--- config.mk ---
export PLATFORM = sky130hd
export DESIGN_NAME = arsc_top
export DESIGN_NICKNAME = d
export VERILOG_FILES = /design/src/rtl/arsc_pkg.sv /design/src/rtl/arsc_phase_tracker.sv /design/src/rtl/arsc_top.sv
export SDC_FILE = /design/constraint.sdc
export NUM_CORES = 1
export LEC_CHECK = 0
export BUFFER_PORTS_ARGS = -buffer_cell sky130_fd_sc_hd__buf_2
export CORE_MARGIN = 2
export CORE_UTILIZATION = 40
export DETAILED_ROUTE_END_ITERATION = 10
export HOLD_SLACK_MARGIN = 0.15
export PLACE_DENSITY = 0.75
export RECOVER_POWER = 50
export SLEW_MARGIN = 10
export SYNTH_ARGS = -nofsm -noshare
export SYNTH_HDL_FRONTEND = slang
export SYNTH_HIERARCHICAL = 1
export SYNTH_SLANG_ARGS = --single-unit
--- constraint.sdc ---
create_clock -name clock -period 1.8 [get_ports clock]
set_input_delay 0 -clock clock [delete_from_list [all_inputs] [get_ports clock]]
set_output_delay 0 -clock clock [all_outputs]
set_load 0.02 [all_outputs]
--- src/rtl/arsc_pkg.sv ---
package arsc_pkg;
  // ==========================================================
  // register map
  localparam logic [7:0] voltage_reference_control_addr = 8'hD1;
  localparam logic [7:0] voltage_reference_control_reset = 8'h18;
  localparam int analog_ground_select_bit = 5;
  localparam int reference_source_select_lsb = 3;
  localparam int thermal_sensor_enable_bit = 2;
  localparam logic [7:0] writable_mask = 8'h3C;
  // ==========================================================
  // channel code of the temperature sensor
  localparam logic [4:0] thermal_channel_code = 5'h1B;

  typedef enum logic [1:0]
  {
    arsc_ref_ext_pin = 2'h0,
    arsc_ref_supply = 2'h1,
    arsc_ref_digital_1v8 = 2'h2,
    arsc_ref_fast_1v65 = 2'h3
  } arsc_ref_t;

  typedef enum logic [1:0]
  {
    arsc_ph_idle,
    arsc_ph_track,
    arsc_ph_convert
  } arsc_phase_t;

  typedef struct packed
  {
    logic [1:0] reference_source;
    logic analog_ground_pin_sel;
    logic chip_ground_sel;
    logic fast_reference_on;
    logic thermal_sensor_on;
  } arsc_steer_t;
endpackage

--- src/rtl/arsc_phase_tracker.sv ---
module arsc_phase_tracker
(
  input wire logic clock,
  input wire logic rst,
  input wire logic converter_tracking,
  input wire logic converter_converting,
  output arsc_pkg::arsc_phase_t phase
);
  // ==========================================================
  // phase of the converter; conversion wins if both are raised
  arsc_pkg::arsc_phase_t next_phase;
  assign next_phase = converter_converting ? arsc_pkg::arsc_ph_convert :
                      converter_tracking ? arsc_pkg::arsc_ph_track : arsc_pkg::arsc_ph_idle;
  always_ff @(posedge clock)
  begin
    if (rst)
      phase <= arsc_pkg::arsc_ph_idle;
    else
      phase <= next_phase;
  end
endmodule // arsc_phase_tracker

--- src/rtl/arsc_top.sv ---
module arsc_top
(
  input wire logic clock,
  input wire logic rst,
  input wire logic [7:0] sfr_addr,
  input wire logic [7:0] sfr_wdata,
  input wire logic sfr_write,
  input wire logic sfr_read,
  output logic [7:0] sfr_rdata,
  input wire logic [4:0] converter_positive_channel_select,
  input wire logic converter_tracking,
  input wire logic converter_converting,
  output arsc_pkg::arsc_steer_t steer
);
  // ==========================================================
  // register
  logic [7:0] voltage_reference_control;
  logic hit;
  logic [7:0] next_control;
  assign hit = sfr_addr == arsc_pkg::voltage_reference_control_addr;
  assign next_control = sfr_wdata & arsc_pkg::writable_mask;

  always_ff @(posedge clock)
  begin
    if (rst)
      voltage_reference_control <= arsc_pkg::voltage_reference_control_reset;
    else if (sfr_write && hit)
      voltage_reference_control <= next_control;
  end

  // read data registered; unmapped addresses read zero
  logic [7:0] next_rdata;
  assign next_rdata = (sfr_read && hit) ? (voltage_reference_control & arsc_pkg::writable_mask) : 8'h00;
  always_ff @(posedge clock)
  begin
    if (rst)
      sfr_rdata <= 8'h00;
    else
      sfr_rdata <= next_rdata;
  end

  // ==========================================================
  // phase
  arsc_pkg::arsc_phase_t phase;
  arsc_phase_tracker u_phase
  (
    .clock(clock),
    .rst(rst),
    .converter_tracking(converter_tracking),
    .converter_converting(converter_converting),
    .phase(phase)
  );

  // ==========================================================
  // steering
  logic [1:0] ref_sel;
  logic gnd_bit;
  logic thermal_meas;
  logic fast_ref;
  logic force_chip;
  logic busy;
  arsc_pkg::arsc_steer_t next_steer;
  assign ref_sel = voltage_reference_control[arsc_pkg::reference_source_select_lsb +: 2];
  assign gnd_bit = voltage_reference_control[arsc_pkg::analog_ground_select_bit];
  assign thermal_meas = converter_positive_channel_select == arsc_pkg::thermal_channel_code;
  assign fast_ref = ref_sel == arsc_pkg::arsc_ref_fast_1v65;
  assign busy = phase != arsc_pkg::arsc_ph_idle;
  // chip ground overrides: sensor sampling, and fast reference conversions
  assign force_chip = (thermal_meas && phase == arsc_pkg::arsc_ph_track) ||
                      (fast_ref && phase == arsc_pkg::arsc_ph_convert);
  assign next_steer.reference_source = ref_sel;
  assign next_steer.analog_ground_pin_sel = gnd_bit && !force_chip;
  assign next_steer.chip_ground_sel = !(gnd_bit && !force_chip);
  // powered only while a measurement runs; saves idle current
  assign next_steer.fast_reference_on = fast_ref && busy;
  assign next_steer.thermal_sensor_on = voltage_reference_control[arsc_pkg::thermal_sensor_enable_bit];

  always_ff @(posedge clock)
  begin
    if (rst)
      steer <= '0;
    else
      steer <= next_steer;
  end
endmodule // arsc_top

==> flow_metrics.env, run 1 <==
export IMPL_status="finished, final reports clean"
export IMPL_die_area_um2=1940
export IMPL_maxCapViolCount=0
export IMPL_synth_area_um2=643
export IMPL_cts_sinks=16
export IMPL_drtPass1Iterations=3
export IMPL_final_common_cell="buf_2"
export IMPL_final_setup_tns_ns=0
export IMPL_vias_per_cell=4.47
export IMPL_start_util_pct=42.7
export IMPL_postRouteAntennaNets=0
export IMPL_rsz0062_at_grt="no"
export IMPL_fmax_mhz=660
export IMPL_core_um2=1510
export IMPL_via_count=545
export IMPL_drt_wl_total_mm=1.29
export IMPL_area_growth_pct=50.0
export IMPL_grt_pass1_vias=494
export IMPL_cp_required_ns=2.03
export IMPL_grt_start_max_net_pins=14
export IMPL_synth_cell_types=23
export IMPL_gp_congestion=0.664
export IMPL_fp_dieW_um=44.1
export IMPL_fin_area_um2=965
export IMPL_seq_area_frac_synth_pct=49.8
export IMPL_cts_root_buf="clkbuf_4"
export IMPL_grtUsageTotal_pct=14.6
export IMPL_hpwlAfterDp_um=867
export IMPL_drive_gt1_share_pct=32.1
export IMPL_grt_pass1_wl_mm=2.06
export IMPL_cts_tree="done"
export IMPL_path_clk_slew_ns=0.09
export IMPL_avgSynthCellArea_um2=11.1
export IMPL_io_buffers=32
export IMPL_startpoint_type="input port"
export IMPL_mostFrequentLayoutCells="buf_2, dfxtp_1, dlygate4sd3_1, clkbuf_1, nor2_1"
export IMPL_place_ws_ns=0.427
export IMPL_worstSetupEndpointType="flop"
export IMPL_wl_per_cell_um=10.6
export IMPL_drc=0
export IMPL_placed_cell_area_um2=801
export IMPL_fin_crit_ns=1.51
export IMPL_leakage_nw=0.444
export IMPL_path_max_fanout=4
export IMPL_finalHoldViolCount=0
export IMPL_clk_latency_ns=0.28
export IMPL_ir_drop_v=0.000383
export IMPL_place_inst=104
export IMPL_finalCritPeriodShare_pct=84.1
export IMPL_syn_inst=58
export IMPL_antenna_found_initial=0
export IMPL_arrival_ns=1.74
export IMPL_diodes=0
export IMPL_hold_path_class="input port to flop"
export IMPL_setup_viol=0
export IMPL_yosys_warnings=6
export IMPL_cts_max_path_buffers=2
export IMPL_critPathKind="input port to flop"
export IMPL_stdcell_count=122
export IMPL_synth_seq_cells=16
export IMPL_fin_ws_ns=0.286
export IMPL_slew_viol_final=0
export IMPL_post_cts_buffers=0
export IMPL_finClkSkew_ns=0.00373
export IMPL_rows=14
export IMPL_globalRouteOverflowTotal=0
export IMPL_io_pin_count=41
export IMPL_nets=134
export IMPL_power_density_nw_per_um2=707
export IMPL_die_y_um=44.1
export IMPL_drt_iter0_drc=5
export IMPL_cts_htree_levels=1
export IMPL_numCtsBuffers=3
## cell families after synthesis
| kind of cell | after synthesis | synth area share (%) |
|---|---|---|
| flip-flops | 16 | 49.8 |
| AND/OR/NAND/NOR | 27 | 30.9 |
| AO/OA/AOI/OAI | 3 | 3.11 |
| other | 1 | 0.583 |
| buffers and inverters | 7 | 8.56 |
| multiplexers | 4 | 7.00 |
## per-stage QoR
step	util [%]	hold slack, ns	power (mW)
4_1_cts	64.9	0.153	0.693
2_1_floorplan	-	0.0688	0.419
3_3_place_gp	53.2	0.180	0.444
6_report	64.0	0.170	0.682
5_1_grt	64.0	0.180	0.711
3_5_place_dp	53.2	0.181	0.445
## final timing paths
path,start,end,slack [ns],cells past startpoint
max,sfr_addr[1],voltage_reference_control[5]$_SDFFE_PP0P_,0.29,5
min,sfr_addr[1],sfr_rdata[3]$_SDFF_PP0_,0.17,4
max reg2reg,voltage_reference_control[5]$_SDFFE_PP0P_,voltage_reference_control[5]$_SDFFE_PP0P_,0.57,3
min reg2reg,voltage_reference_control[2]$_SDFFE_PP0P_,sfr_rdata[2]$_SDFF_PP0_,0.49,1
## critical path: stages
cell,delay [ns]
buf_2,0.09
or4b_4,0.56
nor3_4,0.27
mux2i_1,0.24
dlygate4sd3_1,0.57
## cells in the mapped netlist
library cell,number,share of area [%]
nor2_1,6,3.5
nor2b_1,5,4.9
nor3b_2,1,1.9
and3_1,2,1.9
or4b_4,1,2.1
a21oi_1,1,0.78
nor3_4,1,2.5
o22ai_1,1,0.97
nand2_1,4,2.3
inv_1,1,0.58
dfxtp_1,16,50
conb_1,1,0.58
and2_1,3,2.9
buf_4,4,4.7
clkbuf_1,1,0.58
nor4b_2,1,2.3
a31o_2,1,1.4
mux2_4,1,2.3
nand4bb_1,1,1.8
bufinv_8,1,2.7
nand4b_4,1,3.7
mux2i_1,3,4.7
or2_1,1,0.97
## state kept, by name (all words and copies together) (netlist names)
signal and cells:
sfr_rdata 4, steer 6, u_phase/phase 2, voltage_reference_control 4
## repair_timing
item                                   4_1_cts  5_1_grt
gates resized for setup                      0        0
hold buffers                                14        0
endpoints found under the hold margin       12        0
## power breakdown
part	internal [mW]	switching, mW
combinational	0.0497	0.0411
clock	0.123	0.104
sequential	0.361	0.00196
total	0.534	0.148
## cell type report
cell class	count	area [um^2]
timing repair buffer	46	288
inverter	2	21.3
clock buffer	4	36.3
multi-input combinational	38	279
tap	16	20.0
sequential	16	320
fill	130	542
## routing by layer
layer | vias to the layer above | routed length, um | GRT usage, % | part of all wire (%)
li1 | 281 | - | - | -
met1 | 243 | 536 | 16.9 | 42
met2 | 19 | 670 | 25.9 | 52
met3 | 2 | 77 | 3.67 | 6.0
met4 | 0 | 6 | 5.45 | 0.46
met5 | - | 0 | 0 | 0
Power figures use the tool's default switching activity.
==> inputs of run 2 (changes only) <==
- CORE_UTILIZATION: 40 -> 36
- PLACE_DENSITY: 0.75 -> 0.71
- clock period: 1.8 -> 1.3 ns (I/O delays scaled with it)
==> run 2 against run 1 <==
Sequential power is 39% higher. Core utilization down 8.8 points. Critical path depth fell by 1. Cell count is 4.9% higher. Setup slack got worse by 0.22 ns. Global-route usage down 2.7 points. Largest cell class unchanged. Clock skew fell by 0.00056 ns.
==> flow_metrics.env, run 2 (same netlist as run 1, synthesis figures left out) <==
export IMPL_drtPass1Iterations=2
export IMPL_fin_crit_ns=1.23
export IMPL_drc=0
export IMPL_grt_pass1_wl_mm=1.80
export IMPL_cts_max_path_buffers=2
export IMPL_r2r_start="u_phase/phase[1]$_SDFF_PP0_"
export IMPL_path_max_fanout=13
export IMPL_met1_usage_pct=12.8
export IMPL_cts_htree_levels=1
export IMPL_numCtsBuffers=3
export IMPL_mostFrequentLayoutCells="buf_2, dfxtp_1, dlygate4sd3_1, clkbuf_1, nor2_1"
export IMPL_status="finished, final reports clean"
export IMPL_setup_viol=0
export IMPL_grt_pass1_vias=468
export IMPL_gp_congestion=0.696
export IMPL_io_buffers=32
export IMPL_drt_wl_total_mm=1.12
export IMPL_power_density_nw_per_um2=999
export IMPL_drive_gt1_share_pct=34.0
export IMPL_startpoint_type="input port"
export IMPL_area_growth_pct=46.7
export IMPL_use_met3_pct=3.53
export IMPL_io_pin_count=41
export IMPL_top_register="steer"
export IMPL_cp_required_ns=1.53
export IMPL_grt_start_max_net_pins=14
export IMPL_path_clk_slew_ns=0.09
export IMPL_hold_path_end="steer[3]$_SDFF_PP0_"
export IMPL_hold_path_class="input port to flop"
export IMPL_cts_root_buf="clkbuf_4"
export IMPL_arrival_ns=1.45
export IMPL_leakage_nw=0.437
export IMPL_rsz0062_at_grt="no"
export IMPL_start_util_pct=37.7
export IMPL_hpwlAfterDp_um=830
export IMPL_vias_per_cell=4.13
export IMPL_globalRouteOverflowTotal=0
export IMPL_slew_viol_final=0
export IMPL_via_count=528
export IMPL_ctsHoldBuffers=10
export IMPL_wl_per_cell_um=8.75
export IMPL_reg2reg_to="steer[2]$_SDFF_PP0_"
export IMPL_r2r_slack_ns=0.40
export IMPL_core_um2=1710
export IMPL_min_path_cells=4
export IMPL_postRouteAntennaNets=0
export IMPL_finalCritPeriodShare_pct=94.6
export IMPL_fp_dieW_um=46.3
export IMPL_grtUsageTotal_pct=11.9
export IMPL_critPathKind="input port to flop"
export IMPL_drt_iter0_drc=1
export IMPL_diodes=0
export IMPL_nets=131
export IMPL_grt_busiest_layer="met2"
export IMPL_finClkSkew_ns=0.00317
export IMPL_maxCapViolCount=0
export IMPL_die_y_um=46.3
export IMPL_cts_sinks=16
export IMPL_post_cts_buffers=0
export IMPL_cts_resized=0
export IMPL_die_area_um2=2140
export IMPL_worstHoldStart="converter_positive_channel_select[3]"
export IMPL_finalHoldViolCount=0
export IMPL_fin_area_um2=943
export IMPL_largest_reg_flops=6
export IMPL_cts_tree="done"
export IMPL_ff2ff_path_depth=2
export IMPL_worstSetupEndpointType="flop"
export IMPL_nFillCells=163
export IMPL_rows=15
export IMPL_final_common_cell="buf_2"
export IMPL_clk_latency_ns=0.28
export IMPL_grt_util_met2_pct=20.6
export IMPL_reg_largest_list="steer x6, sfr_rdata x4, voltage_reference_control x4"
export IMPL_fmax_mhz=813
export IMPL_hold_slack_ns=0.163
export IMPL_placed_cell_area_um2=820
export IMPL_ir_drop_v=0.000411
export IMPL_antenna_found_initial=0
export IMPL_final_setup_tns_ns=0
[run 2: worst max-delay path by stage]
stage | from | endpoint | slack, ns
after floorplan | sfr_addr[1] | voltage_reference_control[2]$_SDFFE_PP0P_ | 0.08
after global placement | sfr_addr[1] | voltage_reference_control[2]$_SDFFE_PP0P_ | 0.05
after detailed placement | sfr_addr[1] | voltage_reference_control[2]$_SDFFE_PP0P_ | 0.05
after CTS | rst | u_phase/phase[0]$_SDFF_PP0_ | 0.1
after global routing | rst | u_phase/phase[0]$_SDFF_PP0_ | 0.03
final | rst | u_phase/phase[0]$_SDFF_PP0_ | 0.07
[run 2: through the flow]
stage | power (mW) | worst slack (ns) | util [%] | cells
floorplan | 0.579 | 0.0799 | - | 61
global placement | 0.615 | 0.0541 | 48.0 | 114
detailed placement | 0.617 | 0.0476 | 48.0 | 114
CTS | 0.957 | 0.0983 | 56.0 | 128
global route | 0.991 | 0.0290 | 55.2 | 128
finish | 0.942 | 0.0701 | 55.2 | 128
[run 2: area by class of cell]
cell class,count,area (um^2),area share [%]
Tap cell,25,31.3,3.32
Sequential cell,16,320,34.0
Inverter,2,21.3,2.25
Timing Repair Buffer,43,255,27.1
Multi-Input combinational cell,38,279,29.6
Clock buffer,4,36.3,3.85
[run 2: power by group]
group          switching, mW  internal, mW  total, mW
Clock                  0.146         0.170      0.317
Combinational         0.0557        0.0667      0.122
Sequential           0.00286         0.500      0.503
Total                  0.205         0.737      0.942
[run 2: per-layer routing]
layer | vias up | wire length (um)
li1 | 276 | -
met1 | 230 | 473
met2 | 20 | 569
met3 | 2 | 71
met4 | 0 | 6
met5 | - | 0
[run 2: critical path: stages]
cell,delay (ns)
dlygate4sd3_1,0.52
buf_2,0.20
nor3b_2,0.18
dlygate4sd3_1,0.56
==> inputs of run 3 (changes only) <==
- CAP_MARGIN: not set -> 20
- CORE_MARGIN: 2 -> 5
- clock period: 1.3 -> 1.1 ns (I/O delays scaled with it)
==> run 3 against run 2 <==
Combinational power rose by 17%. Core utilization fell by 0.51 points. Cell count fell by 0.78%. Clock power rose by 17%. Sequential share of layout area rose by 0.32 points.
==> flow_metrics.env, run 3 (same netlist as run 1, synthesis figures left out) <==
export IMPL_status="finished, final reports clean"
export IMPL_wl_met2_um=598
export IMPL_grt_pass1_wl_mm=1.81
export IMPL_path_clk_slew_ns=0.09
export IMPL_r2r_slack_ns=0.19
export IMPL_start_util_pct=37.7
export IMPL_cp_required_ns=1.33
export IMPL_startpoint_type="input port"
export IMPL_io_pin_count=41
export IMPL_grt_start_max_net_pins=14
export IMPL_nFillCells=173
export IMPL_largest_reg_flops=6
export IMPL_fin_area_um2=935
export IMPL_leakage_nw=0.435
export IMPL_wl_met3_um=103
export IMPL_hold_slack_ns=0.154
export IMPL_power_density_nw_per_um2=1190
export IMPL_drc=0
export IMPL_critPathKind="input port to flop"
export IMPL_setup_viol=0
export IMPL_ir_drop_v=0.000622
export IMPL_wl_met1_um=524
export IMPL_worstSetupStartpoint="rst"
export IMPL_post_cts_buffers=0
export IMPL_drt_iter0_drc=1
export IMPL_finalHoldViolCount=0
export IMPL_path_buf_inv=2
export IMPL_mostFrequentLayoutCells="buf_2, dfxtp_1, dlygate4sd3_1, clkbuf_1, nor2_1"
export IMPL_final_setup_tns_ns=0
export IMPL_cts_tree="done"
export IMPL_min_path_cells=4
export IMPL_numCtsBuffers=3
export IMPL_fp_dieW_um=52.3
export IMPL_maxCapViolCount=0
export IMPL_gp_congestion=0.764
export IMPL_final_util_pct=54.7
export IMPL_slew_viol_final=0
export IMPL_clk_latency_ns=0.28
export IMPL_rsz0062_at_grt="no"
export IMPL_r2r_start="u_phase/phase[1]$_SDFF_PP0_"
export IMPL_total_power_mw=1.11
export IMPL_cts_htree_levels=1
export IMPL_die_area_um2=2730
export IMPL_diodes=0
export IMPL_die_y_um=52.3
export IMPL_globalRouteOverflowTotal=0
export IMPL_stdcell_count=127
export IMPL_place_ws_ns=-0.163
export IMPL_cp_slowest_cell="dlygate4sd3_1"
export IMPL_cp_num_cells=4
export IMPL_via_count=527
export IMPL_slowest_delay_ns=0.52
export IMPL_worstSetupEndpointType="flop"
export IMPL_fmax_mhz=999
export IMPL_area_growth_pct=45.3
export IMPL_wl_per_cell_um=9.74
export IMPL_grtUsageTotal_pct=8.85
export IMPL_nets=130
export IMPL_postRouteAntennaNets=0
export IMPL_final_common_cell="buf_2"
export IMPL_rows=15
export IMPL_vias_per_cell=4.15
export IMPL_path_max_fanout=13
export IMPL_crit_family="buffers and inverters"
export IMPL_place_inst=114
export IMPL_top_layer="met4"
export IMPL_drt_wl_total_mm=1.24
export IMPL_fin_ws_ns=0.0988
export IMPL_ff2ff_path_depth=3
export IMPL_crit_end="sfr_rdata[4]$_SDFF_PP0_"
export IMPL_top_register="steer"
export IMPL_hold_path_class="input port to flop"
export IMPL_reg_largest_list="steer x6, sfr_rdata x4, voltage_reference_control x4"
export IMPL_reg2reg_to="steer[2]$_SDFF_PP0_"
export IMPL_cp_cell_sequence="dlygate4sd3_1 > buf_2 > nor4b_2 > and2_1"
export IMPL_drtPass1Iterations=2
export IMPL_grt_pass1_vias=464
export IMPL_core_um2=1710
export IMPL_arrival_ns=1.23
export IMPL_cts_root_buf="clkbuf_4"
export IMPL_finClkSkew_ns=0.00307
export IMPL_cts_sinks=16
export IMPL_antenna_found_initial=0
export IMPL_fin_crit_ns=1.00
export IMPL_io_buffers=32
export IMPL_placed_cell_area_um2=820
export IMPL_cts_max_path_buffers=2
export IMPL_hpwlAfterDp_um=994
export IMPL_finalCritPeriodShare_pct=91.0
export IMPL_drive_gt1_share_pct=35.3
run 3: changes by cell type in the layout (fill, tap and decap cells not counted), sizes merged:
cell / delta
buf: +1
clkbuf: -1
dlygate4sd3: -1
run 3: worst min-delay path by stage:
| stage | from | end | slack [ns] |
|---|---|---|---|
| after floorplan | converter_converting | u_phase/phase[0]$_SDFF_PP0_ | 0.07 |
| after global placement | converter_converting | u_phase/phase[0]$_SDFF_PP0_ | 0.18 |
| after detailed placement | converter_converting | u_phase/phase[0]$_SDFF_PP0_ | 0.18 |
| after CTS | converter_positive_channel_select[1] | steer[3]$_SDFF_PP0_ | 0.15 |
| after global routing | sfr_addr[1] | sfr_rdata[3]$_SDFF_PP0_ | 0.18 |
| final | converter_positive_channel_select[1] | steer[3]$_SDFF_PP0_ | 0.15 |
run 3: repair_timing:
item	in CTS	in global routing
hold buffers	9	0
gates resized for setup	0	0
endpoints found under the hold margin	12	0
run 3: metal layers:
metal / vias to the layer above / global-route usage, %
met5: - / 0
met4: 0 / 3.83
met3: 2 / 2.56
met2: 20 / 15.5
met1: 233 / 9.88
li1: 272 / -
run 3: cell type report:
class                      count  area, um^2  area share [%]
timing repair buffer          42         246            26.4
multi-input combinational     38         279            29.9
clock buffer                   4        36.3            3.88
inverter                       2        21.3            2.28
sequential                    16         320            34.3
tap                           25        31.3            3.35
run 3: report_power, final:
group          leakage (nW)  internal, mW  switching (mW)
Clock                0.0210         0.201           0.171
Combinational         0.283        0.0771          0.0660
Sequential            0.131         0.591         0.00344
run 3: worst register-to-register path: stages, from the launching register on:
cell	delay, ns
dfxtp_1	0.32
nand4bb_1	0.16
o22ai_1	0.20
a31o_2	0.18
